<file path="src/afmf_pkg.sv">
// Constants for the access control entry match filter.
// Assumes a 32-bit AXI4-Lite register bus and one switch core clock.
package afmf_pkg;
  // Register byte offsets.
  localparam logic [7:0] OFS_CTRL     = 8'h00;
  localparam logic [7:0] OFS_VID_PROT = 8'h04;
  localparam logic [7:0] OFS_SRC_LO   = 8'h08;
  localparam logic [7:0] OFS_SRC_HI   = 8'h0C;
  localparam logic [7:0] OFS_DST_LO   = 8'h10;
  localparam logic [7:0] OFS_DST_HI   = 8'h14;
  localparam logic [7:0] OFS_SIP      = 8'h18;
  localparam logic [7:0] OFS_SIP_MASK = 8'h1C;
  localparam logic [7:0] OFS_DIP      = 8'h20;
  localparam logic [7:0] OFS_DIP_MASK = 8'h24;
  localparam logic [7:0] OFS_COUNT    = 8'h28;
  localparam logic [7:0] OFS_STATUS   = 8'h2C;
  // Control field positions (low bit of each field); F_PVAL is in the VID/protocol register.
  localparam int F_FTYPE = 0;
  localparam int F_DENY  = 2;
  localparam int F_SRC   = 3;
  localparam int F_DST   = 4;
  localparam int F_VID   = 7;
  localparam int F_PRIEN = 8;
  localparam int F_PRI   = 9;
  localparam int F_PROTO = 12;
  localparam int F_TTL   = 15;
  localparam int F_FRAG  = 17;
  localparam int F_OPT   = 19;
  localparam int F_SIPM  = 21;
  localparam int F_DIPM  = 23;
  localparam int F_PVAL  = 16;
  // Frame type codes, shared by entry setting and parser class.
  localparam logic [1:0] FT_ANY  = 2'h0;
  localparam logic [1:0] FT_ETH  = 2'h1;
  localparam logic [1:0] FT_ARP  = 2'h2;
  localparam logic [1:0] FT_IPV4 = 2'h3;
  // Destination address modes.
  localparam logic [2:0] DM_ANY  = 3'h0;
  localparam logic [2:0] DM_MC   = 3'h1;
  localparam logic [2:0] DM_BC   = 3'h2;
  localparam logic [2:0] DM_UC   = 3'h3;
  localparam logic [2:0] DM_SPEC = 3'h4;
  // Protocol modes and protocol numbers.
  localparam logic [2:0] PM_ANY  = 3'h0;
  localparam logic [2:0] PM_SPEC = 3'h1;
  localparam logic [2:0] PM_ICMP = 3'h2;
  localparam logic [2:0] PM_UDP  = 3'h3;
  localparam logic [2:0] PM_TCP  = 3'h4;
  localparam logic [7:0] PROTO_ICMP = 8'h01;
  localparam logic [7:0] PROTO_TCP  = 8'h06;
  localparam logic [7:0] PROTO_UDP  = 8'h11;
  // Three-way flag modes: TTL zero/non-zero, fragment and option no/yes.
  localparam logic [1:0] TM_ANY = 2'h0;
  localparam logic [1:0] TM_NO  = 2'h1;
  localparam logic [1:0] TM_YES = 2'h2;
  // Address filter modes.
  localparam logic [1:0] AM_ANY  = 2'h0;
  localparam logic [1:0] AM_HOST = 2'h1;
  localparam logic [1:0] AM_NET  = 2'h2;
  // Reset values and bus answers.
  localparam logic [31:0] CTRL_RST = 32'h0000_0000;
  localparam logic [31:0] MASK_RST = 32'hFFFF_FFFF;
  localparam logic [1:0]  RESP_OK  = 2'h0;
  localparam logic [1:0]  RESP_ERR = 2'h2;
endpackage

</file>
<file path="src/afmf_filter.sv">
// One access control entry: AXI4-Lite registers and the match logic.
// Assumes header fields from the ingress parser, valid for one cycle.
`timescale 1ns/1ps
`default_nettype none
module afmf_filter #(
  parameter int CNT_W = 32
) (
  // Clock and reset.
  input  wire  logic        sys_clk,
  input  wire  logic        reset_n,
  // AXI4-Lite write address and data.
  input  wire  logic [7:0]  s_axi_awaddr,
  input  wire  logic        s_axi_awvalid,
  output logic              s_axi_awready,
  input  wire  logic [31:0] s_axi_wdata,
  input  wire  logic [3:0]  s_axi_wstrb,
  input  wire  logic        s_axi_wvalid,
  output logic              s_axi_wready,
  // AXI4-Lite write response.
  output logic [1:0]        s_axi_bresp,
  output logic              s_axi_bvalid,
  input  wire  logic        s_axi_bready,
  // AXI4-Lite read.
  input  wire  logic [7:0]  s_axi_araddr,
  input  wire  logic        s_axi_arvalid,
  output logic              s_axi_arready,
  output logic [31:0]       s_axi_rdata,
  output logic [1:0]        s_axi_rresp,
  output logic              s_axi_rvalid,
  input  wire  logic        s_axi_rready,
  // Header fields from the ingress parser.
  input  wire  logic        hdr_valid,
  input  wire  logic [1:0]  hdr_frame_class,
  input  wire  logic [47:0] hdr_source_hw_address,
  input  wire  logic [47:0] hdr_destination_hw_address,
  input  wire  logic [11:0] hdr_vlan_id,
  input  wire  logic [2:0]  hdr_tag_priority,
  input  wire  logic [7:0]  hdr_protocol,
  input  wire  logic [7:0]  hdr_ttl,
  input  wire  logic        hdr_more_fragments_flag,
  input  wire  logic [12:0] hdr_fragment_position,
  input  wire  logic        hdr_options_flag,
  input  wire  logic [31:0] hdr_source_ipv4,
  input  wire  logic [31:0] hdr_destination_ipv4,
  // Verdict toward the forwarding logic.
  output logic              verdict_valid,
  output logic              verdict_match,
  output logic              verdict_drop,
  output logic              verdict_forward
);

  if (CNT_W < 1 || CNT_W > 32) begin : g_bad_width
    $error("CNT_W must lie between 1 and 32");
  end

  typedef struct packed {
    logic [31:0]      ctrl;
    logic [31:0]      vid_prot;
    logic [47:0]      src_mac;
    logic [47:0]      dst_mac;
    logic [31:0]      source_ipv4_match;
    logic [31:0]      sip_mask;
    logic [31:0]      destination_ipv4_match;
    logic [31:0]      dip_mask;
    logic [CNT_W-1:0] count;
    logic             aw_got;
    logic [7:0]       aw_addr;
    logic             w_got;
    logic [31:0]      w_data;
    logic [3:0]       w_strb;
    logic             awready;
    logic             wready;
    logic             bvalid;
    logic [1:0]       bresp;
    logic             arready;
    logic             rvalid;
    logic [31:0]      rdata;
    logic [1:0]       rresp;
    logic             v_valid;
    logic             v_match;
    logic             v_drop;
    logic             v_fwd;
  } afmf_state_t;

  afmf_state_t st_r;
  afmf_state_t st_nxt;

  // Merges write data into a register under the byte strobes.
  function automatic logic [31:0] afmf_merge(input logic [31:0] old,
                                             input logic [31:0] data,
                                             input logic [3:0]  strb);
    logic [31:0] res;
    res = old;
    for (int i = 0; i < 4; i++) begin
      if (strb[i]) begin
        res[i*8 +: 8] = data[i*8 +: 8];
      end
    end
    return res;
  endfunction

  // Three-way check used by TTL, fragment and option criteria.
  function automatic logic afmf_tri(input logic [1:0] mode,
                                    input logic       flag);
    return (mode == afmf_pkg::TM_ANY) ||
           (mode == afmf_pkg::TM_NO && !flag) ||
           (mode == afmf_pkg::TM_YES && flag);
  endfunction

  // Host or network address check, used for source and destination.
  function automatic logic afmf_addr(input logic [1:0]  mode,
                                     input logic [31:0] frame,
                                     input logic [31:0] cfg,
                                     input logic [31:0] mask);
    return (mode == afmf_pkg::AM_ANY) ||
           (mode == afmf_pkg::AM_HOST && frame == cfg) ||
           (mode == afmf_pkg::AM_NET && (frame & mask) == (cfg & mask));
  endfunction

  logic [1:0]  ftype;
  logic        is_ip;
  logic        type_ok;
  logic        src_ok;
  logic        dst_ok;
  logic        vid_ok;
  logic        pri_ok;
  logic        proto_ok;
  logic        ip_ok;
  logic        hit;
  logic        is_bc;
  logic        is_mc;
  logic [2:0]  dmode;
  logic [2:0]  pmode;
  logic        aw_have;
  logic        w_have;
  logic [7:0]  wa;
  logic [31:0] wd;
  logic [3:0]  ws;
  logic [31:0] rd;
  logic        rd_ok;
  logic        cnt_clr;

  always_comb begin
    st_nxt = st_r;
    ftype  = st_r.ctrl[afmf_pkg::F_FTYPE +: 2];
    dmode  = st_r.ctrl[afmf_pkg::F_DST +: 3];
    pmode  = st_r.ctrl[afmf_pkg::F_PROTO +: 3];
    is_ip  = (hdr_frame_class == afmf_pkg::FT_IPV4);
    type_ok = (ftype == afmf_pkg::FT_ANY) || (ftype == hdr_frame_class);
    src_ok = 1'b1;
    if ((ftype == afmf_pkg::FT_ETH || ftype == afmf_pkg::FT_ARP) &&
        st_r.ctrl[afmf_pkg::F_SRC]) begin
      src_ok = (hdr_source_hw_address == st_r.src_mac);
    end
    is_bc = &hdr_destination_hw_address;
    is_mc = hdr_destination_hw_address[40] && !is_bc;
    unique case (dmode)
      afmf_pkg::DM_MC:   dst_ok = is_mc;
      afmf_pkg::DM_BC:   dst_ok = is_bc;
      afmf_pkg::DM_UC:   dst_ok = !hdr_destination_hw_address[40];
      afmf_pkg::DM_SPEC: dst_ok = (hdr_destination_hw_address == st_r.dst_mac);
      default:           dst_ok = 1'b1;
    endcase
    vid_ok = !st_r.ctrl[afmf_pkg::F_VID] ||
             (hdr_vlan_id == st_r.vid_prot[11:0]);
    pri_ok = !st_r.ctrl[afmf_pkg::F_PRIEN] ||
             (hdr_tag_priority == st_r.ctrl[afmf_pkg::F_PRI +: 3]);
    unique case (pmode)
      afmf_pkg::PM_SPEC: proto_ok = (hdr_protocol ==
                                     st_r.vid_prot[afmf_pkg::F_PVAL +: 8]);
      afmf_pkg::PM_ICMP: proto_ok = (hdr_protocol == afmf_pkg::PROTO_ICMP);
      afmf_pkg::PM_UDP:  proto_ok = (hdr_protocol == afmf_pkg::PROTO_UDP);
      afmf_pkg::PM_TCP:  proto_ok = (hdr_protocol == afmf_pkg::PROTO_TCP);
      default:           proto_ok = 1'b1;
    endcase
    // TTL zero or non-zero; fragment test; options flag
    ip_ok = proto_ok &&
            afmf_tri(st_r.ctrl[afmf_pkg::F_TTL +: 2], hdr_ttl != 8'h00) &&
            afmf_tri(st_r.ctrl[afmf_pkg::F_FRAG +: 2],
                     hdr_more_fragments_flag ||
                     (hdr_fragment_position != 13'h0000)) &&
            afmf_tri(st_r.ctrl[afmf_pkg::F_OPT +: 2], hdr_options_flag);
    ip_ok = ip_ok && afmf_addr(st_r.ctrl[afmf_pkg::F_SIPM +: 2],
                               hdr_source_ipv4, st_r.source_ipv4_match, st_r.sip_mask);
    ip_ok = ip_ok && afmf_addr(st_r.ctrl[afmf_pkg::F_DIPM +: 2],
                               hdr_destination_ipv4, st_r.destination_ipv4_match, st_r.dip_mask);
    if (!is_ip) begin
      ip_ok = (pmode == afmf_pkg::PM_ANY) &&
              (st_r.ctrl[afmf_pkg::F_TTL +: 2] == afmf_pkg::TM_ANY) &&
              (st_r.ctrl[afmf_pkg::F_FRAG +: 2] == afmf_pkg::TM_ANY) &&
              (st_r.ctrl[afmf_pkg::F_OPT +: 2] == afmf_pkg::TM_ANY) &&
              (st_r.ctrl[afmf_pkg::F_SIPM +: 2] == afmf_pkg::AM_ANY) &&
              (st_r.ctrl[afmf_pkg::F_DIPM +: 2] == afmf_pkg::AM_ANY);
    end
    hit = type_ok && src_ok && dst_ok && vid_ok && pri_ok && ip_ok;

    st_nxt.v_valid = hdr_valid;
    st_nxt.v_match = hdr_valid && hit;
    st_nxt.v_drop  = hdr_valid && hit && st_r.ctrl[afmf_pkg::F_DENY];
    st_nxt.v_fwd   = hdr_valid && !(hit && st_r.ctrl[afmf_pkg::F_DENY]);

    // Write channel: address and data may arrive in either order.
    aw_have = st_r.aw_got || (s_axi_awvalid && st_r.awready);
    w_have  = st_r.w_got || (s_axi_wvalid && st_r.wready);
    wa = st_r.aw_got ? st_r.aw_addr : s_axi_awaddr;
    wd = st_r.w_got ? st_r.w_data : s_axi_wdata;
    ws = st_r.w_got ? st_r.w_strb : s_axi_wstrb;
    if (s_axi_awvalid && st_r.awready) begin
      st_nxt.aw_got  = 1'b1;
      st_nxt.aw_addr = s_axi_awaddr;
      st_nxt.awready = 1'b0;
    end
    if (s_axi_wvalid && st_r.wready) begin
      st_nxt.w_got  = 1'b1;
      st_nxt.w_data = s_axi_wdata;
      st_nxt.w_strb = s_axi_wstrb;
      st_nxt.wready = 1'b0;
    end
    cnt_clr = 1'b0;
    if (aw_have && w_have && !st_r.bvalid) begin
      st_nxt.aw_got = 1'b0;
      st_nxt.w_got  = 1'b0;
      st_nxt.bvalid = 1'b1;
      st_nxt.bresp  = afmf_pkg::RESP_OK;
      unique case (wa)
        afmf_pkg::OFS_CTRL:
          st_nxt.ctrl = afmf_merge(st_r.ctrl, wd, ws);
        afmf_pkg::OFS_VID_PROT:
          st_nxt.vid_prot = afmf_merge(st_r.vid_prot, wd, ws);
        afmf_pkg::OFS_SRC_LO:
          st_nxt.src_mac[31:0] = afmf_merge(st_r.src_mac[31:0], wd, ws);
        afmf_pkg::OFS_SRC_HI:
          st_nxt.src_mac[47:32] = 16'(afmf_merge({16'h0000,
                                   st_r.src_mac[47:32]}, wd, ws));
        afmf_pkg::OFS_DST_LO:
          st_nxt.dst_mac[31:0] = afmf_merge(st_r.dst_mac[31:0], wd, ws);
        afmf_pkg::OFS_DST_HI:
          st_nxt.dst_mac[47:32] = 16'(afmf_merge({16'h0000,
                                   st_r.dst_mac[47:32]}, wd, ws));
        afmf_pkg::OFS_SIP:
          st_nxt.source_ipv4_match = afmf_merge(st_r.source_ipv4_match, wd, ws);
        afmf_pkg::OFS_SIP_MASK:
          st_nxt.sip_mask = afmf_merge(st_r.sip_mask, wd, ws);
        afmf_pkg::OFS_DIP:
          st_nxt.destination_ipv4_match = afmf_merge(st_r.destination_ipv4_match, wd, ws);
        afmf_pkg::OFS_DIP_MASK:
          st_nxt.dip_mask = afmf_merge(st_r.dip_mask, wd, ws);
        afmf_pkg::OFS_COUNT:
          cnt_clr = 1'b1;
        afmf_pkg::OFS_STATUS: ;
        default:
          st_nxt.bresp = afmf_pkg::RESP_ERR;
      endcase
    end
    if (st_r.bvalid && s_axi_bready) begin
      st_nxt.bvalid  = 1'b0;
      st_nxt.awready = 1'b1;
      st_nxt.wready  = 1'b1;
    end

    // A match in the cycle of a software clear still counts as one.
    // count matching frames
    if (cnt_clr) begin
      st_nxt.count = (hdr_valid && hit) ? CNT_W'(1) : '0;
    end else if (hdr_valid && hit) begin
      st_nxt.count = st_r.count + CNT_W'(1);
    end

    // Read channel.
    rd_ok = 1'b1;
    unique case (s_axi_araddr)
      afmf_pkg::OFS_CTRL:     rd = st_r.ctrl;
      afmf_pkg::OFS_VID_PROT: rd = st_r.vid_prot;
      afmf_pkg::OFS_SRC_LO:   rd = st_r.src_mac[31:0];
      afmf_pkg::OFS_SRC_HI:   rd = {16'h0000, st_r.src_mac[47:32]};
      afmf_pkg::OFS_DST_LO:   rd = st_r.dst_mac[31:0];
      afmf_pkg::OFS_DST_HI:   rd = {16'h0000, st_r.dst_mac[47:32]};
      afmf_pkg::OFS_SIP:      rd = st_r.source_ipv4_match;
      afmf_pkg::OFS_SIP_MASK: rd = st_r.sip_mask;
      afmf_pkg::OFS_DIP:      rd = st_r.destination_ipv4_match;
      afmf_pkg::OFS_DIP_MASK: rd = st_r.dip_mask;
      afmf_pkg::OFS_COUNT:    rd = 32'(st_r.count);
      afmf_pkg::OFS_STATUS:   rd = {29'h0000_0000, st_r.v_fwd,
                                    st_r.v_drop, st_r.v_match};
      default: begin
        rd    = 32'h0000_0000;
        rd_ok = 1'b0;
      end
    endcase
    if (s_axi_arvalid && st_r.arready) begin
      st_nxt.arready = 1'b0;
      st_nxt.rvalid  = 1'b1;
      st_nxt.rdata   = rd;
      st_nxt.rresp   = rd_ok ? afmf_pkg::RESP_OK : afmf_pkg::RESP_ERR;
    end
    if (st_r.rvalid && s_axi_rready) begin
      st_nxt.rvalid  = 1'b0;
      st_nxt.arready = 1'b1;
    end
  end

  // Masks reset to all ones so network mode starts as an exact compare.
  always_ff @(posedge sys_clk) begin
    if (!reset_n) begin
      st_r          <= '0;
      st_r.ctrl     <= afmf_pkg::CTRL_RST;
      st_r.sip_mask <= afmf_pkg::MASK_RST;
      st_r.dip_mask <= afmf_pkg::MASK_RST;
      st_r.awready  <= 1'b1;
      st_r.wready   <= 1'b1;
      st_r.arready  <= 1'b1;
    end else begin
      st_r <= st_nxt;
    end
  end

  assign s_axi_awready   = st_r.awready;
  assign s_axi_wready    = st_r.wready;
  assign s_axi_bresp     = st_r.bresp;
  assign s_axi_bvalid    = st_r.bvalid;
  assign s_axi_arready   = st_r.arready;
  assign s_axi_rdata     = st_r.rdata;
  assign s_axi_rresp     = st_r.rresp;
  assign s_axi_rvalid    = st_r.rvalid;
  assign verdict_valid   = st_r.v_valid;
  assign verdict_match   = st_r.v_match;
  assign verdict_drop    = st_r.v_drop;
  assign verdict_forward = st_r.v_fwd;

endmodule // afmf_filter
`default_nettype wire

</file>
<file path="config.mk">
export PLATFORM = sky130hd
export DESIGN_NAME = afmf_filter
export DESIGN_NICKNAME = d
export VERILOG_FILES = /design/src/afmf_pkg.sv /design/src/afmf_filter.sv
export SDC_FILE = /design/constraint.sdc
export NUM_CORES = 1
export LEC_CHECK = 0
export BUFFER_PORTS_ARGS = -buffer_cell sky130_fd_sc_hd__buf_2
export CAP_MARGIN = 30
export CORE_MARGIN = 2
export CORE_UTILIZATION = 47
export CTS_BUF_LIST = sky130_fd_sc_hd__clkbuf_4 sky130_fd_sc_hd__clkbuf_8 sky130_fd_sc_hd__clkbuf_16
export DETAILED_ROUTE_END_ITERATION = 8
export PLACE_DENSITY = 0.68
export SLEW_MARGIN = 10
export SYNTH_ARGS = -nofsm -noshare
export SYNTH_HDL_FRONTEND = slang
export SYNTH_SLANG_ARGS = --single-unit
</file>
<file path="constraint.sdc">
create_clock -name sys_clk -period 3.2 [get_ports sys_clk]
set_clock_uncertainty 0.05 [all_clocks]
set_input_delay 0.32 -clock sys_clk [delete_from_list [all_inputs] [get_ports sys_clk]]
set_output_delay 0.32 -clock sys_clk [all_outputs]
set_load 0.005 [all_outputs]
</file>
[Word-level counts from Yosys, hierarchy flattened]
Index checks and enable logic that the tools add are counted.
Storage, ports and cells
  register bits after elaboration: 411
  bits of input ports: 268
  output and inout bits: 45
  logic and storage cells: 250
Operators by class
  add/sub/neg operators: 1
  equal/unequal tests: 56
  mux-type cells: 16
  bitwise operators: 5
  reduce and logical (&&, ||, !) cells: 118
Operator list (count)
  $pmux W32 S12: 1
  $and A32 B32 Y32: 4
  $eq A32 B32 Y1: 4
  $reduce_and A3 Y1: 36
  $eq A48 B48 Y1: 2
  $mux W32: 3
  $eq A8 B5 Y1 const B: 9
  $eq A8 B6 Y1 const B: 8
  $reduce_and A48 Y1: 1
  $logic_and A1 B1 Y1: 38
  $add A32 B1 Y32 const B: 1
  $eq A8 B4 Y1 const B: 4
  $eq A8 B3 Y1 const B: 3
  $reduce_or A12 Y1: 2
  $logic_or A1 B1 Y1: 17
  $logic_not A8 Y1: 2
  $eq A2 B2 Y1 const B: 7
  $reduce_bool A13 Y1: 1
  $eq A12 B12 Y1: 1
  $eq A2 B1 Y1 const B: 6
  $eq A3 B2 Y1 const B: 4
  $logic_not A2 Y1: 6
  $logic_not A1 Y1: 9
  $eq A8 B1 Y1 const B: 1
  other kinds (15): 26

[Depth between registers and ports, before layout]
  depth in word-level cells: 15
  gate-level depth with buffers: 12
  gate-level depth less buffers: 9

[Least setup slack after synthesis]
OpenSTA, ideal clock, no wires.
  path type: flip-flop to flip-flop
  start point: register st_r, in the netlist pmode[2]
  end point: register st_r[106] in the netlist's numbering
  library setup time: 0.129 ns
  arrival time: 2.691 ns
  data required time: 3.021 ns
  setup slack: 0.330 ns
  stages on the path, launching flop included: 13
  buffers on the path: 3
  period minus slack after synthesis: 2.870 ns
  path through: dfxtp_1 > buf_6 > or3b_4 > o211ai_1 > a32oi_1 > a2111oi_2 > a31oi_1 > a311oi_4 > o21ai_2 > buf_6 > clkbuf_1 > o311ai_0 > nand2_1
Between the ends
  longest elaborated chain between the ends: 11
  elaborated cells between the ends (all ways): 20
  classes of those cells: eq/ne (4); mux (2); reduce/logical (14)
RTL lines
  start, declared: line afmf_filter.sv:85  | afmf_state_t st_r;
  start signal, assigned: line afmf_filter.sv:313  | st_r <= st_nxt;
  $eq A3 B3 Y1 (tied with other cells): line afmf_filter.sv:168  | unique case (pmode)
  $pmux W1 S4: line afmf_filter.sv:168
  $logic_and A1 B1 Y1: line afmf_filter.sv:177  | ip_ok = proto_ok &&
  $logic_and A1 B1 Y1: line afmf_filter.sv:178  | afmf_tri(st_r.ctrl[afmf_pkg::F_TTL +: 2], hdr_ttl != 8'h00) &&
  $logic_and A1 B1 Y1: line afmf_filter.sv:181  | (hdr_fragment_position != 13'h0000)) &&
  $logic_and A1 B1 Y1: line afmf_filter.sv:183  | ip_ok = ip_ok && afmf_addr(st_r.ctrl[afmf_pkg::F_SIPM +: 2],
  $logic_and A1 B1 Y1: line afmf_filter.sv:185  | ip_ok = ip_ok && afmf_addr(st_r.ctrl[afmf_pkg::F_DIPM +: 2],
  $mux W1 *: line afmf_filter.sv:187  | if (!is_ip) begin
  $logic_and A1 B1 Y1 *: line afmf_filter.sv:195  | hit = type_ok && src_ok && dst_ok && vid_ok && pri_ok && ip_ok;
  $logic_and A1 B1 Y1 *: line afmf_filter.sv:265  | end else if (hdr_valid && hit) begin
  $reduce_bool A2 Y1 (no line) *
Mark *: on every way between the ends. The rest lies on a longest branch, timed or not.
A chain may end at the register's enable or synchronous reset.

[Worst setup path in the final report]
  start point: register st_r[227] in the netlist's numbering
  end point: register st_r[119] in the netlist's numbering
Between the ends
  longest elaborated chain between the ends: 10
  elaborated cells between the ends (all ways): 13
  classes of those cells: eq/ne (2); mux (1); bitwise (1); reduce/logical (9)
RTL lines
  $and A32 B32 Y32 or $eq A32 B32 Y1 (tied branches): line afmf_filter.sv:117, afmf_filter.sv:116
  $eq A32 B32 Y1 or $logic_and A1 B1 Y1 (tied branches): line afmf_filter.sv:117, afmf_filter.sv:116
  $logic_and A1 B1 Y1 or $logic_or A1 B1 Y1 (tied branches): line afmf_filter.sv:117, afmf_filter.sv:115
  $logic_or A1 B1 Y1 *: line afmf_filter.sv:116  | (mode == afmf_pkg::AM_HOST && frame == cfg) ||
  $logic_and A1 B1 Y1 *: line afmf_filter.sv:183
  $logic_and A1 B1 Y1 *: line afmf_filter.sv:185
  $mux W1 *: line afmf_filter.sv:187
  $logic_and A1 B1 Y1 *: line afmf_filter.sv:195
  $logic_and A1 B1 Y1 *: line afmf_filter.sv:265
  $reduce_bool A2 Y1 (no line) *
Marks and branches as above.

==> metrics.txt <==
# TYPE chip_impl_metric gauge
chip_impl_metric{name="totalPowerFinal",unit="mW"} 12.0
chip_impl_metric{name="final_min_period_over_clock_period",unit=""} 1.01
chip_impl_info{name="timing.critical_path.from",value="st_r[227]$_SDFFE_PN0P_"} 1
chip_impl_metric{name="finalHoldViolCount",unit=""} 0
chip_impl_metric{name="synth.yosys.seq_area_share",unit=""} 0.403
chip_impl_metric{name="detail_route.vias_per_cell",unit=""} 6.35
chip_impl_metric{name="fin_util",unit=""} 0.581
chip_impl_metric{name="place_area",unit="um2"} 22800
chip_impl_metric{name="summed_area_of_non_filler_cells_in_the_final_layout",unit="um2"} 24900
chip_impl_metric{name="core-area",unit="um2"} 42900
chip_impl_info{name="layout.cells.most_common",value="sky130_fd_sc_hd__nand2_1"} 1
chip_impl_metric{name="multiInputGateArea",unit="um2"} 11300
chip_impl_metric{name="post_cts_buffers",unit=""} 0
chip_impl_metric{name="tritoncts.num_buffers",unit=""} 46
chip_impl_metric{name="die_height",unit="um"} 212
chip_impl_info{name="timing.hold.worst.class",value="input pin to flop"} 1
chip_impl_info{name="ys.flop_type",value="sky130_fd_sc_hd__dfxtp_1"} 1
chip_impl_info{name="critPathLaunchType",value="flop"} 1
chip_impl_metric{name="clock_latency_reported_for_the_late_side_of_the_worst_skew_pair",unit="ps"} 610
chip_impl_metric{name="p_leak",unit="nW"} 12.0
chip_impl_metric{name="finalSetupViolCount",unit=""} 1
chip_impl_metric{name="routed_wire_length",unit="mm"} 89.9
chip_impl_metric{name="post-route-min-period",unit="ps"} 3230
chip_impl_metric{name="first_pass_grt_wire_length",unit="mm"} 128
chip_impl_metric{name="setup_tns",unit="ps"} -28.2
chip_impl_metric{name="post_synth_num_cell_types",unit=""} 58
chip_impl_metric{name="synth.cell_area",unit="um2"} 20300
chip_impl_metric{name="port_buffers",unit=""} 310
chip_impl_metric{name="finalHoldWorstSlack",unit="ps"} 21.2
chip_impl_metric{name="drcViolationCount",unit=""} 0
chip_impl_metric{name="fin_nets",unit=""} 2951
chip_impl_metric{name="final-seq-area",unit="um2"} 8190
chip_impl_info{name="clockRootBuffer",value="sky130_fd_sc_hd__clkbuf_16"} 1
chip_impl_metric{name="place.detailed.instances",unit=""} 3171
chip_impl_metric{name="worst-slew-pin-transition",unit="ps"} 818
chip_impl_metric{name="instances_no_fill",unit=""} 3298
chip_impl_metric{name="route.detailed.wl_per_inst",unit="um"} 27.3
chip_impl_metric{name="cts_max_level",unit=""} 2
chip_impl_metric{name="maxSlewViolCount",unit=""} 0
chip_impl_metric{name="clock_sinks",unit=""} 409
chip_impl_info{name="status",value="complete, but fails checks"} 1
chip_impl_metric{name="detail-route-antenna-nets",unit=""} 0
chip_impl_metric{name="layout_setup_ws",unit="ps"} -28.2
chip_impl_metric{name="gp_congestion",unit=""} 1.01
chip_impl_metric{name="synth-warning-count",unit=""} 0
chip_impl_metric{name="syn_to_final_growth",unit="%"} 22.7
chip_impl_metric{name="slew_headroom",unit=""} 0.439
chip_impl_metric{name="grt_util_all_layers",unit=""} 0.392
chip_impl_metric{name="clk_pin_slew",unit="ps"} 60
chip_impl_metric{name="peakVddDrop",unit="mV"} 0.372
chip_impl_metric{name="number_of_antenna_violations_at_the_first_check_in_global_routing",unit=""} 2
chip_impl_metric{name="crit_arrival",unit="ps"} 3680
chip_impl_metric{name="grt_start_max_net_pins",unit=""} 103
chip_impl_info{name="commonest_non_fill_non_tap_cells_in_the_layout",value="sky130_fd_sc_hd__nand2_1, sky130_fd_sc_hd__dfxtp_1, sky130_fd_sc_hd__buf_2"} 1
chip_impl_metric{name="cap_violations",unit=""} 0
chip_impl_metric{name="fillerInstances",unit=""} 3846
chip_impl_metric{name="firstDrtPassIters",unit=""} 6
chip_impl_metric{name="drc_marker_count_from_the_first_detailed_route_iteration",unit=""} 3076
chip_impl_info{name="crit-reg2reg-launch",value="st_r[227]$_SDFFE_PN0P_"} 1
chip_impl_info{name="tritoncts",value="built"} 1
chip_impl_metric{name="via_count",unit=""} 20900
chip_impl_info{name="end_kind",value="flop"} 1
chip_impl_metric{name="vias_in_the_first_global_route",unit=""} 19500
chip_impl_metric{name="critical_path.max_fanout",unit=""} 16
chip_impl_metric{name="placement.setup.worst_slack",unit="ps"} 4.20
chip_impl_metric{name="fmax",unit="MHz"} 310
chip_impl_metric{name="synth-seq-cells",unit=""} 409
chip_impl_metric{name="postSynth.asyncResetShare",unit=""} 0
chip_impl_info{name="worst-setup-path-type",value="flop to flop"} 1
chip_impl_metric{name="grt_overflow_total",unit=""} 0
chip_impl_metric{name="dieArea",unit="um2"} 44900
chip_impl_metric{name="synth-edff-count",unit=""} 0
chip_impl_info{name="timing.hold.worst.start",value="s_axi_awaddr[3]"} 1
chip_impl_metric{name="power_per_cell_area",unit="nW/um2"} 481
chip_impl_metric{name="width_of_the_die",unit="um"} 212
chip_impl_metric{name="io_pins",unit=""} 313
chip_impl_metric{name="initial_utilization",unit=""} 0.474
chip_impl_metric{name="netlist_instances",unit=""} 2335
chip_impl_metric{name="drive_gt1_frac",unit=""} 0.202
chip_impl_metric{name="dp_hpwl",unit="mm"} 67.3
chip_impl_metric{name="max-clock-path-buffers",unit=""} 3
chip_impl_info{name="failed_checks",value="setup timing"} 1
chip_impl_metric{name="worst_ep_required_time",unit="ps"} 3650
chip_impl_metric{name="syn-mean-instance-area",unit="um2"} 8.70
chip_impl_metric{name="std_cell_rows",unit=""} 76
[synth_stat cells (7+ instances only)]
| library cell | n | area [um2] |
|---|---|---|
| sky130_fd_sc_hd__a21boi_0 | 45 | 338 |
| sky130_fd_sc_hd__a21oi_1 | 74 | 370 |
| sky130_fd_sc_hd__a221oi_1 | 30 | 263 |
| sky130_fd_sc_hd__a222oi_1 | 31 | 310 |
| sky130_fd_sc_hd__a22o_1 | 29 | 254 |
| sky130_fd_sc_hd__a22oi_1 | 89 | 668 |
| sky130_fd_sc_hd__a31oi_1 | 20 | 125 |
| sky130_fd_sc_hd__and3_1 | 13 | 81.3 |
| sky130_fd_sc_hd__and4_1 | 11 | 96.3 |
| sky130_fd_sc_hd__buf_1 | 7 | 26.3 |
| sky130_fd_sc_hd__buf_4 | 36 | 270 |
| sky130_fd_sc_hd__clkbuf_1 | 133 | 499 |
| sky130_fd_sc_hd__dfxtp_1 | 409 | 8190 |
| sky130_fd_sc_hd__inv_1 | 21 | 78.8 |
| sky130_fd_sc_hd__mux2i_1 | 42 | 420 |
| sky130_fd_sc_hd__nand2_1 | 487 | 1830 |
| sky130_fd_sc_hd__nand2b_1 | 14 | 87.6 |
| sky130_fd_sc_hd__nand3_1 | 38 | 190 |
| sky130_fd_sc_hd__nand3b_1 | 7 | 52.6 |
| sky130_fd_sc_hd__nand4_1 | 48 | 300 |
| sky130_fd_sc_hd__nor2_1 | 83 | 312 |
| sky130_fd_sc_hd__nor2b_1 | 34 | 213 |
| sky130_fd_sc_hd__nor3_1 | 18 | 90.1 |
| sky130_fd_sc_hd__nor4_1 | 41 | 257 |
| sky130_fd_sc_hd__o211a_1 | 224 | 2240 |
| sky130_fd_sc_hd__o21ai_0 | 74 | 370 |
| sky130_fd_sc_hd__o31ai_1 | 11 | 82.6 |
| sky130_fd_sc_hd__or3_1 | 8 | 50.1 |
| sky130_fd_sc_hd__or4_1 | 14 | 105 |
| sky130_fd_sc_hd__xnor2_1 | 70 | 613 |
| sky130_fd_sc_hd__xor2_1 | 120 | 1050 |
[path summary, 6_finish.rpt]
kind	cells past startpoint	slack [ps]	to
max	10	-30	st_r[119]$_SDFFE_PN0P_
min	3	20	st_r[85]$_SDFFE_PN0P_
max reg2reg	10	-30	st_r[119]$_SDFFE_PN0P_
min reg2reg	2	410	st_r[72]$_SDFFE_PN0P_
[final cells by class]
class / instances / share of cell area
multi-input cells: 1727 / 0.454
flip-flops and latches: 409 / 0.329
repair buffers: 476 / 0.122
clock buffers: 61 / 0.0541
well taps: 585 / 0.0294
clock inverters: 16 / 0.00873
inverters: 21 / 0.00316
diodes: 3 / 0.000301
[critical path, stage by stage, from the launching register on]
cell	delay [ps]
sky130_fd_sc_hd__dfxtp_1	460
sky130_fd_sc_hd__xor2_1	160
sky130_fd_sc_hd__a22o_1	250
sky130_fd_sc_hd__a221oi_1	230
sky130_fd_sc_hd__nand4_1	180
sky130_fd_sc_hd__or3_4	450
sky130_fd_sc_hd__a311oi_4	350
sky130_fd_sc_hd__o21ai_2	100
sky130_fd_sc_hd__buf_4	210
sky130_fd_sc_hd__or4_1	540
sky130_fd_sc_hd__a21oi_2	180
[power by group]
part           leakage, nW  internal (mW)  switching (mW)  total [mW]
Clock                0.779           3.35            2.27        5.61
Combinational         7.96          0.438           0.747        1.19
Sequential            3.31           5.15          0.0488        5.19
Total                 12.0           8.93            3.06        12.0
[cells by family after synthesis]
family,after synthesis,share of synthesized area
simple gates,829,0.185
compound gates,656,0.260
flops,409,0.403
buf+inv,200,0.0444
xor+xnor,190,0.0819
mux,48,0.0240
fa+ha+maj,2,0.00123
other cells,1,0.000185
[layer usage]
| metal | track usage | vias to the layer above | part of all wire |
|---|---|---|---|
| met5 | 0 | - | 0.00012 |
| met4 | 0.237 | 2 | 0.070 |
| met3 | 0.0860 | 300 | 0.12 |
| met2 | 0.599 | 1459 | 0.43 |
| met1 | 0.506 | 9978 | 0.38 |
| li1 | - | 9199 | - |
[timing repair]
item,4_1_cts,5_1_grt
setup endpoints to repair,1,19
pin swaps,0,3
hold buffers,47,0
resized for setup,1,12
endpoints found under the hold margin,45,0
[sequential cells by signal, indices dropped and copies added, names as in the netlist]
| signal | cells |
|---|---|
| dmode | 3 |
| ftype | 2 |
| pmode | 3 |
| s_axi_arready | 1 |
| s_axi_awready | 1 |
| s_axi_bresp | 1 |
| s_axi_bvalid | 1 |
| s_axi_rdata | 32 |
| s_axi_rresp | 1 |
| s_axi_rvalid | 1 |
| s_axi_wready | 1 |
| st_r | 358 |
| verdict_drop | 1 |
| verdict_forward | 1 |
| verdict_match | 1 |
| verdict_valid | 1 |
Power figures use the tool's default switching activity.
